## src/rtl/charge_defs.svh

```systemverilog
`ifndef CHARGE_DEFS_SVH
`define CHARGE_DEFS_SVH

// Clock rate
`define CLK_KHZ 50000
// Timing, in milliseconds, and derived cycle counts
`define DISCHARGE_TIME_MS 262
`define DISCHARGE_CYCLES (`DISCHARGE_TIME_MS * `CLK_KHZ)
`define TERM_WINDOW_MS 64
`define TERM_WINDOW_CYCLES (`TERM_WINDOW_MS * `CLK_KHZ)
`define TERM_DEGLITCH_MS 8
`define TERM_DEGLITCH_CYCLES (`TERM_DEGLITCH_MS * `CLK_KHZ)
// Comparator input bit positions
`define CMP_ABOVE_SHORT 0
`define CMP_ABOVE_WEAK 1
`define CMP_AT_REGULATION 2
`define CMP_BELOW_TERM 3
`define CMP_ABOVE_RECHARGE 4
`define CMP_POWER_GOOD 5
`define CMP_COUNT 6
// Setting reset values
`define TERM_EN_RST 1'b1
`define CHARGE_DIS_RST 1'b0
`define HIZ_SEL_RST 1'b0
`define BOOST_SEL_RST 1'b0
`define FAST_CURRENT_RST 4'h0
`define TERM_CURRENT_RST 3'h0
`define VREG_CODE_RST 6'h02
`define VREG_CODE_MAX 6'h32
`define RECHARGE_OFFSET_RST 2'h1
`define BOOST_VOLT_RST 3'h0
`define PRECHARGE_CODE 4'h0
// Status and fault encodings
`define STATUS_READY 2'h0
`define STATUS_CHARGING 2'h1
`define STATUS_DONE 2'h2
`define STATUS_FAULT 2'h3
`define FAULT_NONE 3'h0
`define FAULT_NO_BATTERY 3'h7
`define SETTLE_CYCLES 2'h3
`endif

```

## src/rtl/charge_pkg.sv

```systemverilog
package charge_pkg;
  typedef logic [31:0] count_type;
  typedef enum logic [2:0] {
    M_LOAD = 3'b000, M_CHARGE = 3'b001, M_BOOST = 3'b010, M_HIZ = 3'b011, M_GAP = 3'b100
  } mode_type;
  typedef enum logic [2:0] {
    P_IDLE = 3'b000, P_PRE = 3'b001, P_FAST = 3'b010, P_CV = 3'b011,
    P_CHECK = 3'b100, P_DONE = 3'b101
  } phase_type;
  typedef struct packed {
    logic termination_enable;
    logic charge_disable;
    logic high_impedance_select;
    logic boost_select;
    logic [3:0] fast_charge_current;
    logic [2:0] termination_current;
    logic [5:0] vreg_code;
    logic [1:0] recharge_offset;
    logic [2:0] boost_volt_code;
  } cfg_type;
endpackage

```

## src/rtl/timer_if.sv

```systemverilog
`timescale 1ns/1ps
interface timer_if;
  logic start;
  charge_pkg::count_type length;
  logic busy;
  logic done;
  modport owner (output start, output length, input busy, input done);
  modport timer (input start, input length, output busy, output done);
endinterface
```

## src/rtl/charge_mode_sequencer.sv

```systemverilog
`timescale 1ns/1ps
`include "charge_defs.svh"
module charge_mode_sequencer #(
  parameter int DISCHARGE_CYCLES = `DISCHARGE_CYCLES,
  parameter int TERM_WINDOW_CYCLES = `TERM_WINDOW_CYCLES,
  parameter int TERM_DEGLITCH_CYCLES = `TERM_DEGLITCH_CYCLES
) (
  // Clock, reset, enable
  input wire logic clk,
  input wire logic arst_n,
  input wire logic clk_en,
  // Host settings, taken on cfg_write; fault_clear acts at once
  input wire logic cfg_write,
  input wire logic termination_enable,
  input wire logic charge_disable,
  input wire logic high_impedance_select,
  input wire logic boost_select,
  input wire logic [3:0] fast_charge_current,
  input wire logic [2:0] termination_current,
  input wire logic [5:0] vreg_code,
  input wire logic [1:0] recharge_offset,
  input wire logic [2:0] boost_volt_code,
  input wire logic fault_clear,
  // Analog comparator results, asynchronous
  input wire logic [`CMP_COUNT-1:0] comparators,
  // Converter control
  output logic pwm_charge_en,
  output logic boost_en,
  output logic discharge_en,
  output logic [3:0] current_code,
  output logic [2:0] term_current_code,
  output logic [5:0] vreg_code_out,
  output logic [1:0] recharge_offset_out,
  output logic [2:0] boost_volt_out,
  // Status
  output charge_pkg::mode_type op_mode,
  output charge_pkg::phase_type charge_phase,
  output logic [1:0] charge_status,
  output logic [2:0] fault_bits,
  output logic stat_out,
  output logic stat_oe_n
);
  timer_if win ();
  timer_if chk ();

  // ----------------------------------------
  // Comparator synchronisers
  // ----------------------------------------
  logic [`CMP_COUNT-1:0] cmp_meta_reg;
  logic [`CMP_COUNT-1:0] cmp_reg;
  logic pwr_q_reg;

  // Two flops per comparator; only the second stage feeds the logic
  genvar gi;
  generate
    for (gi = 0; gi < `CMP_COUNT; gi++) begin : g_sync
      always_ff @(posedge clk or negedge arst_n) begin
        if (!arst_n) begin
          cmp_meta_reg[gi] <= 1'b0;
          cmp_reg[gi] <= 1'b0;
        end else if (clk_en) begin
          cmp_meta_reg[gi] <= comparators[gi];
          cmp_reg[gi] <= cmp_meta_reg[gi];
        end
      end
    end
  endgenerate

  logic above_short;
  logic above_weak;
  logic at_regulation;
  logic below_term;
  logic above_recharge;
  logic power_good;
  assign above_short = cmp_reg[`CMP_ABOVE_SHORT];
  assign above_weak = cmp_reg[`CMP_ABOVE_WEAK];
  assign at_regulation = cmp_reg[`CMP_AT_REGULATION];
  assign below_term = cmp_reg[`CMP_BELOW_TERM];
  assign above_recharge = cmp_reg[`CMP_ABOVE_RECHARGE];
  assign power_good = cmp_reg[`CMP_POWER_GOOD];

  // ----------------------------------------
  // Settings
  // ----------------------------------------
  charge_pkg::cfg_type cfg_reg;
  charge_pkg::cfg_type cfg_next;
  charge_pkg::cfg_type cfg_default;
  charge_pkg::cfg_type cfg_in;
  logic restore_defaults;

  assign cfg_default = '{`TERM_EN_RST, `CHARGE_DIS_RST, `HIZ_SEL_RST, `BOOST_SEL_RST,
                         `FAST_CURRENT_RST, `TERM_CURRENT_RST, `VREG_CODE_RST,
                         `RECHARGE_OFFSET_RST, `BOOST_VOLT_RST};
  // Codes above the top of the range are clamped rather than refused
  assign cfg_in = '{termination_enable, charge_disable, high_impedance_select, boost_select,
                    fast_charge_current, termination_current,
                    (vreg_code > `VREG_CODE_MAX) ? `VREG_CODE_MAX : vreg_code,
                    recharge_offset, boost_volt_code};

  // Battery loss outranks a host write in the same cycle
  always_comb begin
    cfg_next = cfg_reg;
    if (restore_defaults) begin
      cfg_next = cfg_default;
    end else if (cfg_write) begin
      cfg_next = cfg_in;
    end
  end

  always_ff @(posedge clk or negedge arst_n) begin
    if (!arst_n) begin
      cfg_reg <= '{`TERM_EN_RST, `CHARGE_DIS_RST, `HIZ_SEL_RST, `BOOST_SEL_RST,
                   `FAST_CURRENT_RST, `TERM_CURRENT_RST, `VREG_CODE_RST,
                   `RECHARGE_OFFSET_RST, `BOOST_VOLT_RST};
    end else if (clk_en) begin
      cfg_reg <= cfg_next;
    end
  end

  // ----------------------------------------
  // Operating mode
  // ----------------------------------------
  charge_pkg::mode_type mode_reg;
  charge_pkg::mode_type mode_next;
  charge_pkg::mode_type mode_target;
  charge_pkg::mode_type gap_dest_reg;
  charge_pkg::mode_type gap_dest_next;
  logic [1:0] settle_reg;
  logic [1:0] settle_next;
  logic req_reg;
  logic req_next;

  // High impedance wins over boost when both are selected
  always_comb begin
    if (cfg_reg.high_impedance_select) begin
      mode_target = charge_pkg::M_HIZ;
    end else if (cfg_reg.boost_select) begin
      mode_target = charge_pkg::M_BOOST;
    end else begin
      mode_target = charge_pkg::M_CHARGE;
    end
  end

  // Mode only moves on a host write, so the start-up choice is kept until told otherwise
  always_comb begin
    mode_next = mode_reg;
    gap_dest_next = gap_dest_reg;
    settle_next = settle_reg;
    req_next = req_reg;
    unique case (mode_reg)
      charge_pkg::M_LOAD: begin
        // Wait for the synchroniser to hold a real sample
        if (settle_reg == `SETTLE_CYCLES) begin
          mode_next = above_weak ? charge_pkg::M_HIZ : charge_pkg::M_CHARGE;
        end else begin
          settle_next = settle_reg + 2'h1;
        end
      end
      charge_pkg::M_GAP: begin
        mode_next = gap_dest_reg;
      end
      default: begin
        if (req_reg) begin
          req_next = 1'b0;
          if (mode_target != mode_reg) begin
            gap_dest_next = mode_target;
            mode_next = charge_pkg::M_GAP;
          end
        end
      end
    endcase
    if (cfg_write) begin
      req_next = 1'b1;
    end
  end

  always_ff @(posedge clk or negedge arst_n) begin
    if (!arst_n) begin
      mode_reg <= charge_pkg::M_LOAD;
      gap_dest_reg <= charge_pkg::M_CHARGE;
      settle_reg <= 2'h0;
      req_reg <= 1'b0;
    end else if (clk_en) begin
      mode_reg <= mode_next;
      gap_dest_reg <= gap_dest_next;
      settle_reg <= settle_next;
      req_reg <= req_next;
    end
  end

  // ----------------------------------------
  // Charge phases
  // ----------------------------------------
  charge_pkg::phase_type phase_reg;
  charge_pkg::phase_type phase_next;
  logic start_reg;
  logic start_next;
  logic [2:0] fault_reg;
  logic [2:0] fault_next;
  charge_pkg::count_type dg_reg;
  charge_pkg::count_type dg_next;
  logic allowed;
  logic enable_rise;
  logic pwr_rise;
  logic term_met;

  assign allowed = (mode_reg == charge_pkg::M_CHARGE) && !cfg_reg.charge_disable && power_good;
  assign enable_rise = cfg_write && !charge_disable && cfg_reg.charge_disable;
  assign pwr_rise = power_good && !pwr_q_reg;
  // Strictly longer than the deglitch time, inside a running window
  assign term_met = (dg_reg > charge_pkg::count_type'(TERM_DEGLITCH_CYCLES));

  always_comb begin
    phase_next = phase_reg;
    start_next = start_reg;
    fault_next = fault_reg;
    dg_next = 32'h0;
    win.start = 1'b0;
    chk.start = 1'b0;
    restore_defaults = 1'b0;
    if (fault_clear) begin
      fault_next = `FAULT_NONE;
    end
    unique case (phase_reg)
      charge_pkg::P_IDLE: begin
        if (allowed && start_reg && fault_reg == `FAULT_NONE) begin
          start_next = 1'b0;
          phase_next = above_short ? charge_pkg::P_FAST : charge_pkg::P_PRE;
        end
      end
      charge_pkg::P_PRE: begin
        if (above_short) begin
          phase_next = charge_pkg::P_FAST;
        end
      end
      charge_pkg::P_FAST: begin
        if (!above_short) begin
          phase_next = charge_pkg::P_PRE;
        end else if (at_regulation) begin
          phase_next = charge_pkg::P_CV;
        end
      end
      charge_pkg::P_CV: begin
        // Low current is ignored entirely while termination is off
        if (cfg_reg.termination_enable && below_term) begin
          win.start = !win.busy;
          dg_next = win.busy ? dg_reg + 32'h1 : 32'h0;
          if (term_met) begin
            phase_next = charge_pkg::P_CHECK;
            chk.start = 1'b1;
            dg_next = 32'h0;
          end
        end
      end
      charge_pkg::P_CHECK: begin
        if (chk.done) begin
          if (above_recharge) begin
            phase_next = charge_pkg::P_DONE;
          end else begin
            phase_next = charge_pkg::P_IDLE;
            fault_next = `FAULT_NO_BATTERY;
            restore_defaults = 1'b1;
          end
        end
      end
      charge_pkg::P_DONE: begin
        if (!above_recharge) begin
          phase_next = above_short ? charge_pkg::P_FAST : charge_pkg::P_PRE;
        end
      end
      default: begin
        phase_next = charge_pkg::P_IDLE;
      end
    endcase
    // Leaving charge mode or losing input parks the sequencer
    if (!allowed && phase_reg != charge_pkg::P_IDLE) begin
      phase_next = charge_pkg::P_IDLE;
      dg_next = 32'h0;
    end
    // A start event in the same cycle as a start is never lost
    if (pwr_rise || enable_rise) begin
      start_next = 1'b1;
    end
  end

  assign win.length = charge_pkg::count_type'(TERM_WINDOW_CYCLES);
  assign chk.length = charge_pkg::count_type'(DISCHARGE_CYCLES);

  always_ff @(posedge clk or negedge arst_n) begin
    if (!arst_n) begin
      phase_reg <= charge_pkg::P_IDLE;
      start_reg <= 1'b1;
      fault_reg <= `FAULT_NONE;
      dg_reg <= 32'h0;
      pwr_q_reg <= 1'b0;
    end else if (clk_en) begin
      phase_reg <= phase_next;
      start_reg <= start_next;
      fault_reg <= fault_next;
      dg_reg <= dg_next;
      pwr_q_reg <= power_good;
    end
  end

  interval_timer u_window (.clk(clk), .arst_n(arst_n), .clk_en(clk_en), .tmr(win));
  interval_timer u_check (.clk(clk), .arst_n(arst_n), .clk_en(clk_en), .tmr(chk));

  // ----------------------------------------
  // Registered outputs
  // ----------------------------------------
  logic pwm_next;
  logic boost_next;
  logic dis_next;
  logic [3:0] cur_next;
  logic [1:0] status_next;

  // Decoded from next state so outputs line up with the phase they belong to
  always_comb begin
    pwm_next = (mode_next == charge_pkg::M_CHARGE) &&
               (phase_next inside {charge_pkg::P_PRE, charge_pkg::P_FAST, charge_pkg::P_CV});
    boost_next = (mode_next == charge_pkg::M_BOOST);
    dis_next = (phase_next == charge_pkg::P_CHECK);
    cur_next = (phase_next == charge_pkg::P_PRE) ? `PRECHARGE_CODE
                                                  : cfg_next.fast_charge_current;
    if (fault_next != `FAULT_NONE) begin
      status_next = `STATUS_FAULT;
    end else if (phase_next == charge_pkg::P_DONE) begin
      status_next = `STATUS_DONE;
    end else if (phase_next == charge_pkg::P_IDLE) begin
      status_next = `STATUS_READY;
    end else begin
      status_next = `STATUS_CHARGING;
    end
  end

  always_ff @(posedge clk or negedge arst_n) begin
    if (!arst_n) begin
      pwm_charge_en <= 1'b0;
      boost_en <= 1'b0;
      discharge_en <= 1'b0;
      current_code <= `PRECHARGE_CODE;
      charge_status <= `STATUS_READY;
    end else if (clk_en) begin
      pwm_charge_en <= pwm_next;
      boost_en <= boost_next;
      discharge_en <= dis_next;
      current_code <= cur_next;
      charge_status <= status_next;
    end
  end

  assign term_current_code = cfg_reg.termination_current;
  assign vreg_code_out = cfg_reg.vreg_code;
  assign recharge_offset_out = cfg_reg.recharge_offset;
  assign boost_volt_out = cfg_reg.boost_volt_code;
  assign op_mode = mode_reg;
  assign charge_phase = phase_reg;
  assign fault_bits = fault_reg;
  // Open-drain status pin pulls low only while charging
  assign stat_out = 1'b0;
  assign stat_oe_n = (charge_status != `STATUS_CHARGING);
endmodule

```

## src/rtl/interval_timer.sv

```systemverilog
`timescale 1ns/1ps
module interval_timer (
  // Clock and reset
  input wire logic clk,
  input wire logic arst_n,
  input wire logic clk_en,
  // Timer control
  timer_if.timer tmr
);
  charge_pkg::count_type count_reg;
  charge_pkg::count_type count_next;
  logic done_reg;
  logic done_next;

  // ----------------------------------------
  // Countdown
  // ----------------------------------------
  // A start while running reloads, so the owner can restart the interval
  always_comb begin
    count_next = count_reg;
    done_next = 1'b0;
    if (tmr.start) begin
      count_next = tmr.length;
    end else if (count_reg != 32'h0) begin
      count_next = count_reg - 32'h1;
      done_next = (count_reg == 32'h1);
    end
  end

  always_ff @(posedge clk or negedge arst_n) begin
    if (!arst_n) begin
      count_reg <= 32'h0;
      done_reg <= 1'b0;
    end else if (clk_en) begin
      count_reg <= count_next;
      done_reg <= done_next;
    end
  end

  assign tmr.busy = (count_reg != 32'h0);
  assign tmr.done = done_reg;
endmodule

```

## config.mk

```make
export PLATFORM = sky130hd
export DESIGN_NAME = charge_mode_sequencer
export DESIGN_NICKNAME = d
export VERILOG_FILES = /design/src/rtl/charge_pkg.sv /design/src/rtl/timer_if.sv /design/src/rtl/charge_mode_sequencer.sv /design/src/rtl/interval_timer.sv
export VERILOG_INCLUDE_DIRS = /design/src /design/src/rtl
export SDC_FILE = /design/constraint.sdc
export NUM_CORES = 1
export LEC_CHECK = 0
export BUFFER_PORTS_ARGS = -buffer_cell sky130_fd_sc_hd__buf_2
export CAP_MARGIN = 0
export CORE_ASPECT_RATIO = 0.7
export CORE_MARGIN = 2
export CORE_UTILIZATION = 60
export DETAILED_ROUTE_END_ITERATION = 8
export PLACE_DENSITY = 0.78
export SLEW_MARGIN = 20
export SYNTH_ARGS = -nofsm -noshare
export SYNTH_HDL_FRONTEND = slang
export SYNTH_SLANG_ARGS = --single-unit
```

## constraint.sdc

```tcl
create_clock -name clk -period 3 [get_ports clk]
set_input_delay 0.15 -clock clk [delete_from_list [all_inputs] [get_ports clk]]
set_output_delay 0.15 -clock clk [all_outputs]
set_load 0.01 [all_outputs]
```

Word-level counts from Yosys, hierarchy flattened

Index checks and enable logic that the tools add are counted.

Output and inout port bits: 34
Input bits: 33
Register bits after elaboration: 157
Word-level logic and storage cells: 157

Reduce and logical (&&, ||, !) cells: 38
$add $sub $neg: 4
Equal/unequal tests: 19
Bitwise gates (word level): 2
Order comparisons: 2
Muxes and demuxes: 54

Operators with widths:

| operator                | count |
|---|---|
| $mux W32                | 9 |
| $reduce_bool A32 Y1     | 2 |
| $sub A32 B1 Y32 const B | 2 |
| $mux W3                 | 17 |
| $mux W22                | 2 |
| $add A32 B1 Y32 const B | 1 |
| $eq A32 B1 Y1 const B   | 1 |
| $gt A32 B19 Y1 const B  | 1 |
| $pmux W3 S6             | 1 |
| $mux W1                 | 16 |
| $eq A3 B2 Y1 const B    | 5 |
| $eq A3 B3 Y1 const B    | 5 |
| $eq A3 B1 Y1 const B    | 4 |
| $logic_not A3 Y1        | 4 |
| $mux W2                 | 6 |
| $logic_and A1 B1 Y1     | 10 |
| $reduce_bool A2 Y1      | 5 |
| $reduce_bool A3 Y1      | 3 |
| $reduce_and A2 Y1       | 4 |
| $gt A6 B6 Y1 const B    | 1 |
| $mux W6                 | 1 |
| $pmux W3 S2             | 1 |
| $reduce_and A3 Y1       | 2 |
| $logic_not A1 Y1        | 5 |
| other kinds (9)         | 11 |

Logic depth before layout (Yosys ltp)

Word-level depth: 12
Gate-level depth with buffers: 10
Depth with buffers taken out: 8

Hierarchy

A second synthesis with hierarchy kept.

Cells, all modules: 973
Area total of the unflattened synthesis: 9,062.4 um^2

By module, submodules not included:

| module                     | cells each | area each (um^2) | instances |
|---|---|---|---|
| charge_mode_sequencer      | 437        | 4,480.5          | 1 |
| interval_timer at u_window | 274        | 2,346.0          | 1 |
| interval_timer at u_check  | 262        | 2,235.9          | 1 |

Worst setup path after synthesis

OpenSTA, ideal clock, no wires.

Path kind: register -> register
Start point: register u_window.count_reg[15]
End point: register u_window.count_reg[28]
Setup slack: 0.323 ns
Arrival: 2.552 ns
Stages on the path, launching flop included: 8
Data required time: 2.875 ns
Path buffers: 1
Path through: dfrtp_1 -> or4_4 -> or4_4 -> buf_6 -> or2_4 -> nor4_2 -> nand2b_1 -> mux2_4

Longest elaborated chain between the ends: 6
Elaborated cells on any way between the ends: 9
Those cells by class: 1 x add/sub; 4 x mux; 4 x reduce/logical

Ends and longest elaborated chain:

| element                                                 | line                 | source |
|---|---|---|
| start, declared                                         | interval_timer.sv:10 | `charge_pkg::count_type count_reg;` |
| start signal, assigned                                  | interval_timer.sv:35 | `count_reg <= count_next;` |
| branches (longest 6 deep; another with $sub A32 B1 Y32) | -                    |  |

Parallel ways; which one is timed is not known. The select of a mux whose other input is x is not followed.
A chain may end at the register's enable or synchronous reset.

Worst setup path in the final report

Start point: register u_window.count_reg[15]
End point: register dg_reg[6]

Longest elaborated chain between the ends: 6

Ends and longest elaborated chain:

| element              | line                         | source |
|---|---|---|
| $reduce_bool A32 Y1  | interval_timer.sv:40         | `assign tmr.busy = (count_reg != 32'h0);` |
| $mux W32             | charge_mode_sequencer.sv:247 | `dg_next = win.busy ? dg_reg + 32'h1 : 32'h0;` |
| $mux W32             | charge_mode_sequencer.sv:248 | `if (term_met) begin` |
| $mux W32             | charge_mode_sequencer.sv:245 | `if (cfg_reg.termination_enable && below_term) begin` |
| $mux W32             | charge_mode_sequencer.sv:224 | `unique case (phase_reg)` |
| $mux W32             | charge_mode_sequencer.sv:276 | `if (!allowed && phase_reg != charge_pkg::P_IDLE) begin` |
| end signal, assigned | charge_mode_sequencer.sv:300 | `dg_reg <= dg_next;` |
| end, declared        | charge_mode_sequencer.sv:200 | `charge_pkg::count_type dg_reg;` |

No other way between the ends.

==> run_results.csv <==
group,metric,value,unit
clock_network,cts_buffers,17,
logic_synthesis,async_flop_share,100,%
finish,antenna_cells,0,
critical_path,cp_max_fo,20,
route,wire_per_inst,17.5,um
critical_path,crit_required,3.32,ns
power_and_ir_drop,ir_drop,0.477,mV
logic_synthesis,ys_seq_elements,156,
finish,syn_to_final_growth,16.3,%
floorplan,rows,35,
clock_network,path_clk_slew,0.07,ns
critical_path,criticalPathCategory,"reg2reg",
floorplan,initial_core_util,61.3,%
logic_synthesis,synth.cell_area,8020,um2
logic_synthesis,netlist_top_cells_count,"dfrtp_1 (151), nand2_1 (73), nor2_1 (62)",
grt,grt_overflow,0,
logic_synthesis,syn_avg_cell_area,9.75,um2
critical_path,critPathBufInv,1,
placement,gp_congestion,0.895,
critical_path,critical_path_arrival,3.21,ns
critical_path,path_common_cell,"or4_4",
placement,dp_slack,0.129,ns
clock_network,htreeDepth,4,
clock_network,cts-root-buf,"clkbuf_16",
critical_path,path_cells,"or4_4 > or4_4 > nor3_2 > buf_12 > or3_1 > o21ai_0 > a21o_1",
floorplan,die_w,142,um
timing,fmax,0.345,GHz
logic_synthesis,ys_seq_area_share,48.7,%
clock_network,cts_setup_buffers,0,
floorplan,core_area,13100,um2
logic_synthesis,synth.most_common_cell,"dfrtp_1",
critical_path,critPathMaxStageDelay,0.60,ns
grt,grt_max_degree,109,
placement,portBuffers,65,
timing,worstMarginPinSlew,0.955,ns
logic_synthesis,synth_ff_type,"dfrtp_1",
floorplan,io_pins,67,
timing,setup_viol,0,
critical_path,start_kind,"register",
timing,setup_ws,0.101,ns
floorplan,die_h,101,um
placement,dp_hpwl,12600,um
timing,slew_headroom,36.4,%
grt,grt_pass1_vias,6563,
logic_synthesis,netlist_top_cells_area,"dfrtp_1 (47%), nand2_1 (3.4%), o21ai_0 (3.3%)",
timing,finalCritPeriodShare,96.6,%
grt,grt_util_all_layers,28.1,%
grt,antenna_found_initial,0,
finish,fin_nets,941,
route,drt-initial-drc-count,635,
power_and_ir_drop,powerDensity,715,nW/um2
route,wirelength,19000,um
critical_path,crit_path_top_delay_cell,"or4_4",
logic_synthesis,syn_nets,863,
logic_synthesis,synthDistinctLibCells,70,
clock_network,cts.sinks,156,
grt,grt_pass1_wl,32300,um
timing,finClkSkew,0.0164,ns
critical_path,critPathTopFamily,"simple AND/OR/NAND/NOR gates",
clock_network,cts_max_path_buffers,2,
finish,fillers,945,
route,final_antenna_net_count,0,
logic_synthesis,netlist_instances,823,
timing,min_period,2.90,ns
logic_synthesis,synth_top_area_cell,"dfrtp_1",
clock_network,clk_latency,0.42,ns
critical_path,endpoint_kind,"register",
route,post-route-drc-count,0,
logic_synthesis,ys_warn_count,0,
route,num_vias,6723,
worst_hold_path,min_path_type,"in2reg",
logic_synthesis,synth_edf_count,0,
clock_network,cts_tree,"built",
logic_synthesis,yosysTopAreaCellShare,47.1,%
run,drv_cap,0,
floorplan,die_area,14300,um2
finish,drive_above_1_share,18.6,%
timing,grt_setup_unrepaired,"no",
timing,final_max_slew_viol_count,0,
route,dr.pass1.iters,5,
status,outcome,"finished, final reports clean",
timing,hold_viol,0,
route,via_per_inst,6.23,
timing,setup_tns,0,ns
power_and_ir_drop,p_leak,4.23,nW
cell usage in the layout (no fill, tap or decap), drive strengths merged, types with 22 or more instances in the layout:
cell type | synthesis | layout
buf | 25 | 92
dlygate4sd3 | 0 | 23
nor4 | 28 | 28
o21ai | 54 | 54
mux2 | 22 | 22
a21oi | 33 | 33
inv | 25 | 29
dfrtp | 151 | 151
nor2 | 62 | 62
nor3 | 28 | 28
nand3 | 25 | 25
nand2 | 73 | 73
what timing repair did:
item | CTS | global route
gates resized for setup | 0 | 1
hold endpoints to repair | 125 | 0
endpoints found under the setup margin | 0 | 4
hold buffers | 23 | 0
routing by layer:
metal / up-vias / share of wire [%] / global-route usage (%)
li1: 3149 / - / -
met1: 3295 / 46 / 39.7
met2: 254 / 48 / 45.2
met3: 25 / 5.0 / 5.46
met4: 0 / 1.2 / 6.92
met5: - / 0 / 0
report_power, final:
group	switching, mW	total [mW]	internal [mW]
logic	0.944	1.62	0.680
registers	0.380	2.82	2.44
clock network	0.887	2.23	1.34
logic make-up (layout without fill, tap and decap cells):
family / Yosys count / in the layout / synth area share (%)
AND/OR/NAND/NOR: 339 / 339 / 23.1
AO/OA/AOI/OAI: 181 / 181 / 15.0
flip-flops: 156 / 156 / 48.7
buffers and inverters: 81 / 172 / 4.76
XOR/XNOR: 30 / 30 / 3.28
multiplexers: 28 / 28 / 3.93
adder cells (fa/ha/maj): 7 / 7 / 1.09
other: 1 / 1 / 0.0467
stage by stage:
| stage | power [mW] | hold slack [ns] | util (%) | instance area (um2) | cells |
|---|---|---|---|---|---|
| floorplan | 3.93 | -0.146 | - | 8020 | 823 |
| global placement | 4.32 | 0.327 | 64.8 | 8490 | 1025 |
| detailed placement | 4.40 | 0.338 | 64.8 | 8490 | 1025 |
| CTS | 6.66 | 0.0141 | 71.2 | 9330 | 1080 |
| global route | 7.06 | 0.0274 | 71.3 | 9330 | 1080 |
| finish | 6.67 | 0.0205 | 71.3 | 9330 | 1080 |
path summary, 6_finish.rpt:
check / from / slack (ns) / cells past startpoint / endpoint
setup / recovery: u_window.count_reg[15] / 0.10 / 7 / dg_reg[6]
hold reg to reg: start_reg / 0.49 / 2 / start_reg
setup reg to reg: u_window.count_reg[15] / 0.10 / 7 / dg_reg[6]
hold / removal: vreg_code[3] / 0.02 / 2 / vreg_code_out[3]
min in group asynchronous: arst_n / 0.42 / 2 / term_current_code[0]
max in group asynchronous: arst_n / 1.76 / 3 / cfg_reg[21]
area by class of cell:
cell class,count,area [um2],share of cell area [%]
timing repair buffer,115,777,8.33
sequential,156,3910,41.9
tap,166,208,2.23
clock buffer,20,447,4.79
inverter,25,93.8,1.01
clock inverter,12,161,1.73
multi-input combinational,586,3730,40.0
Power figures use the tool's default switching activity.
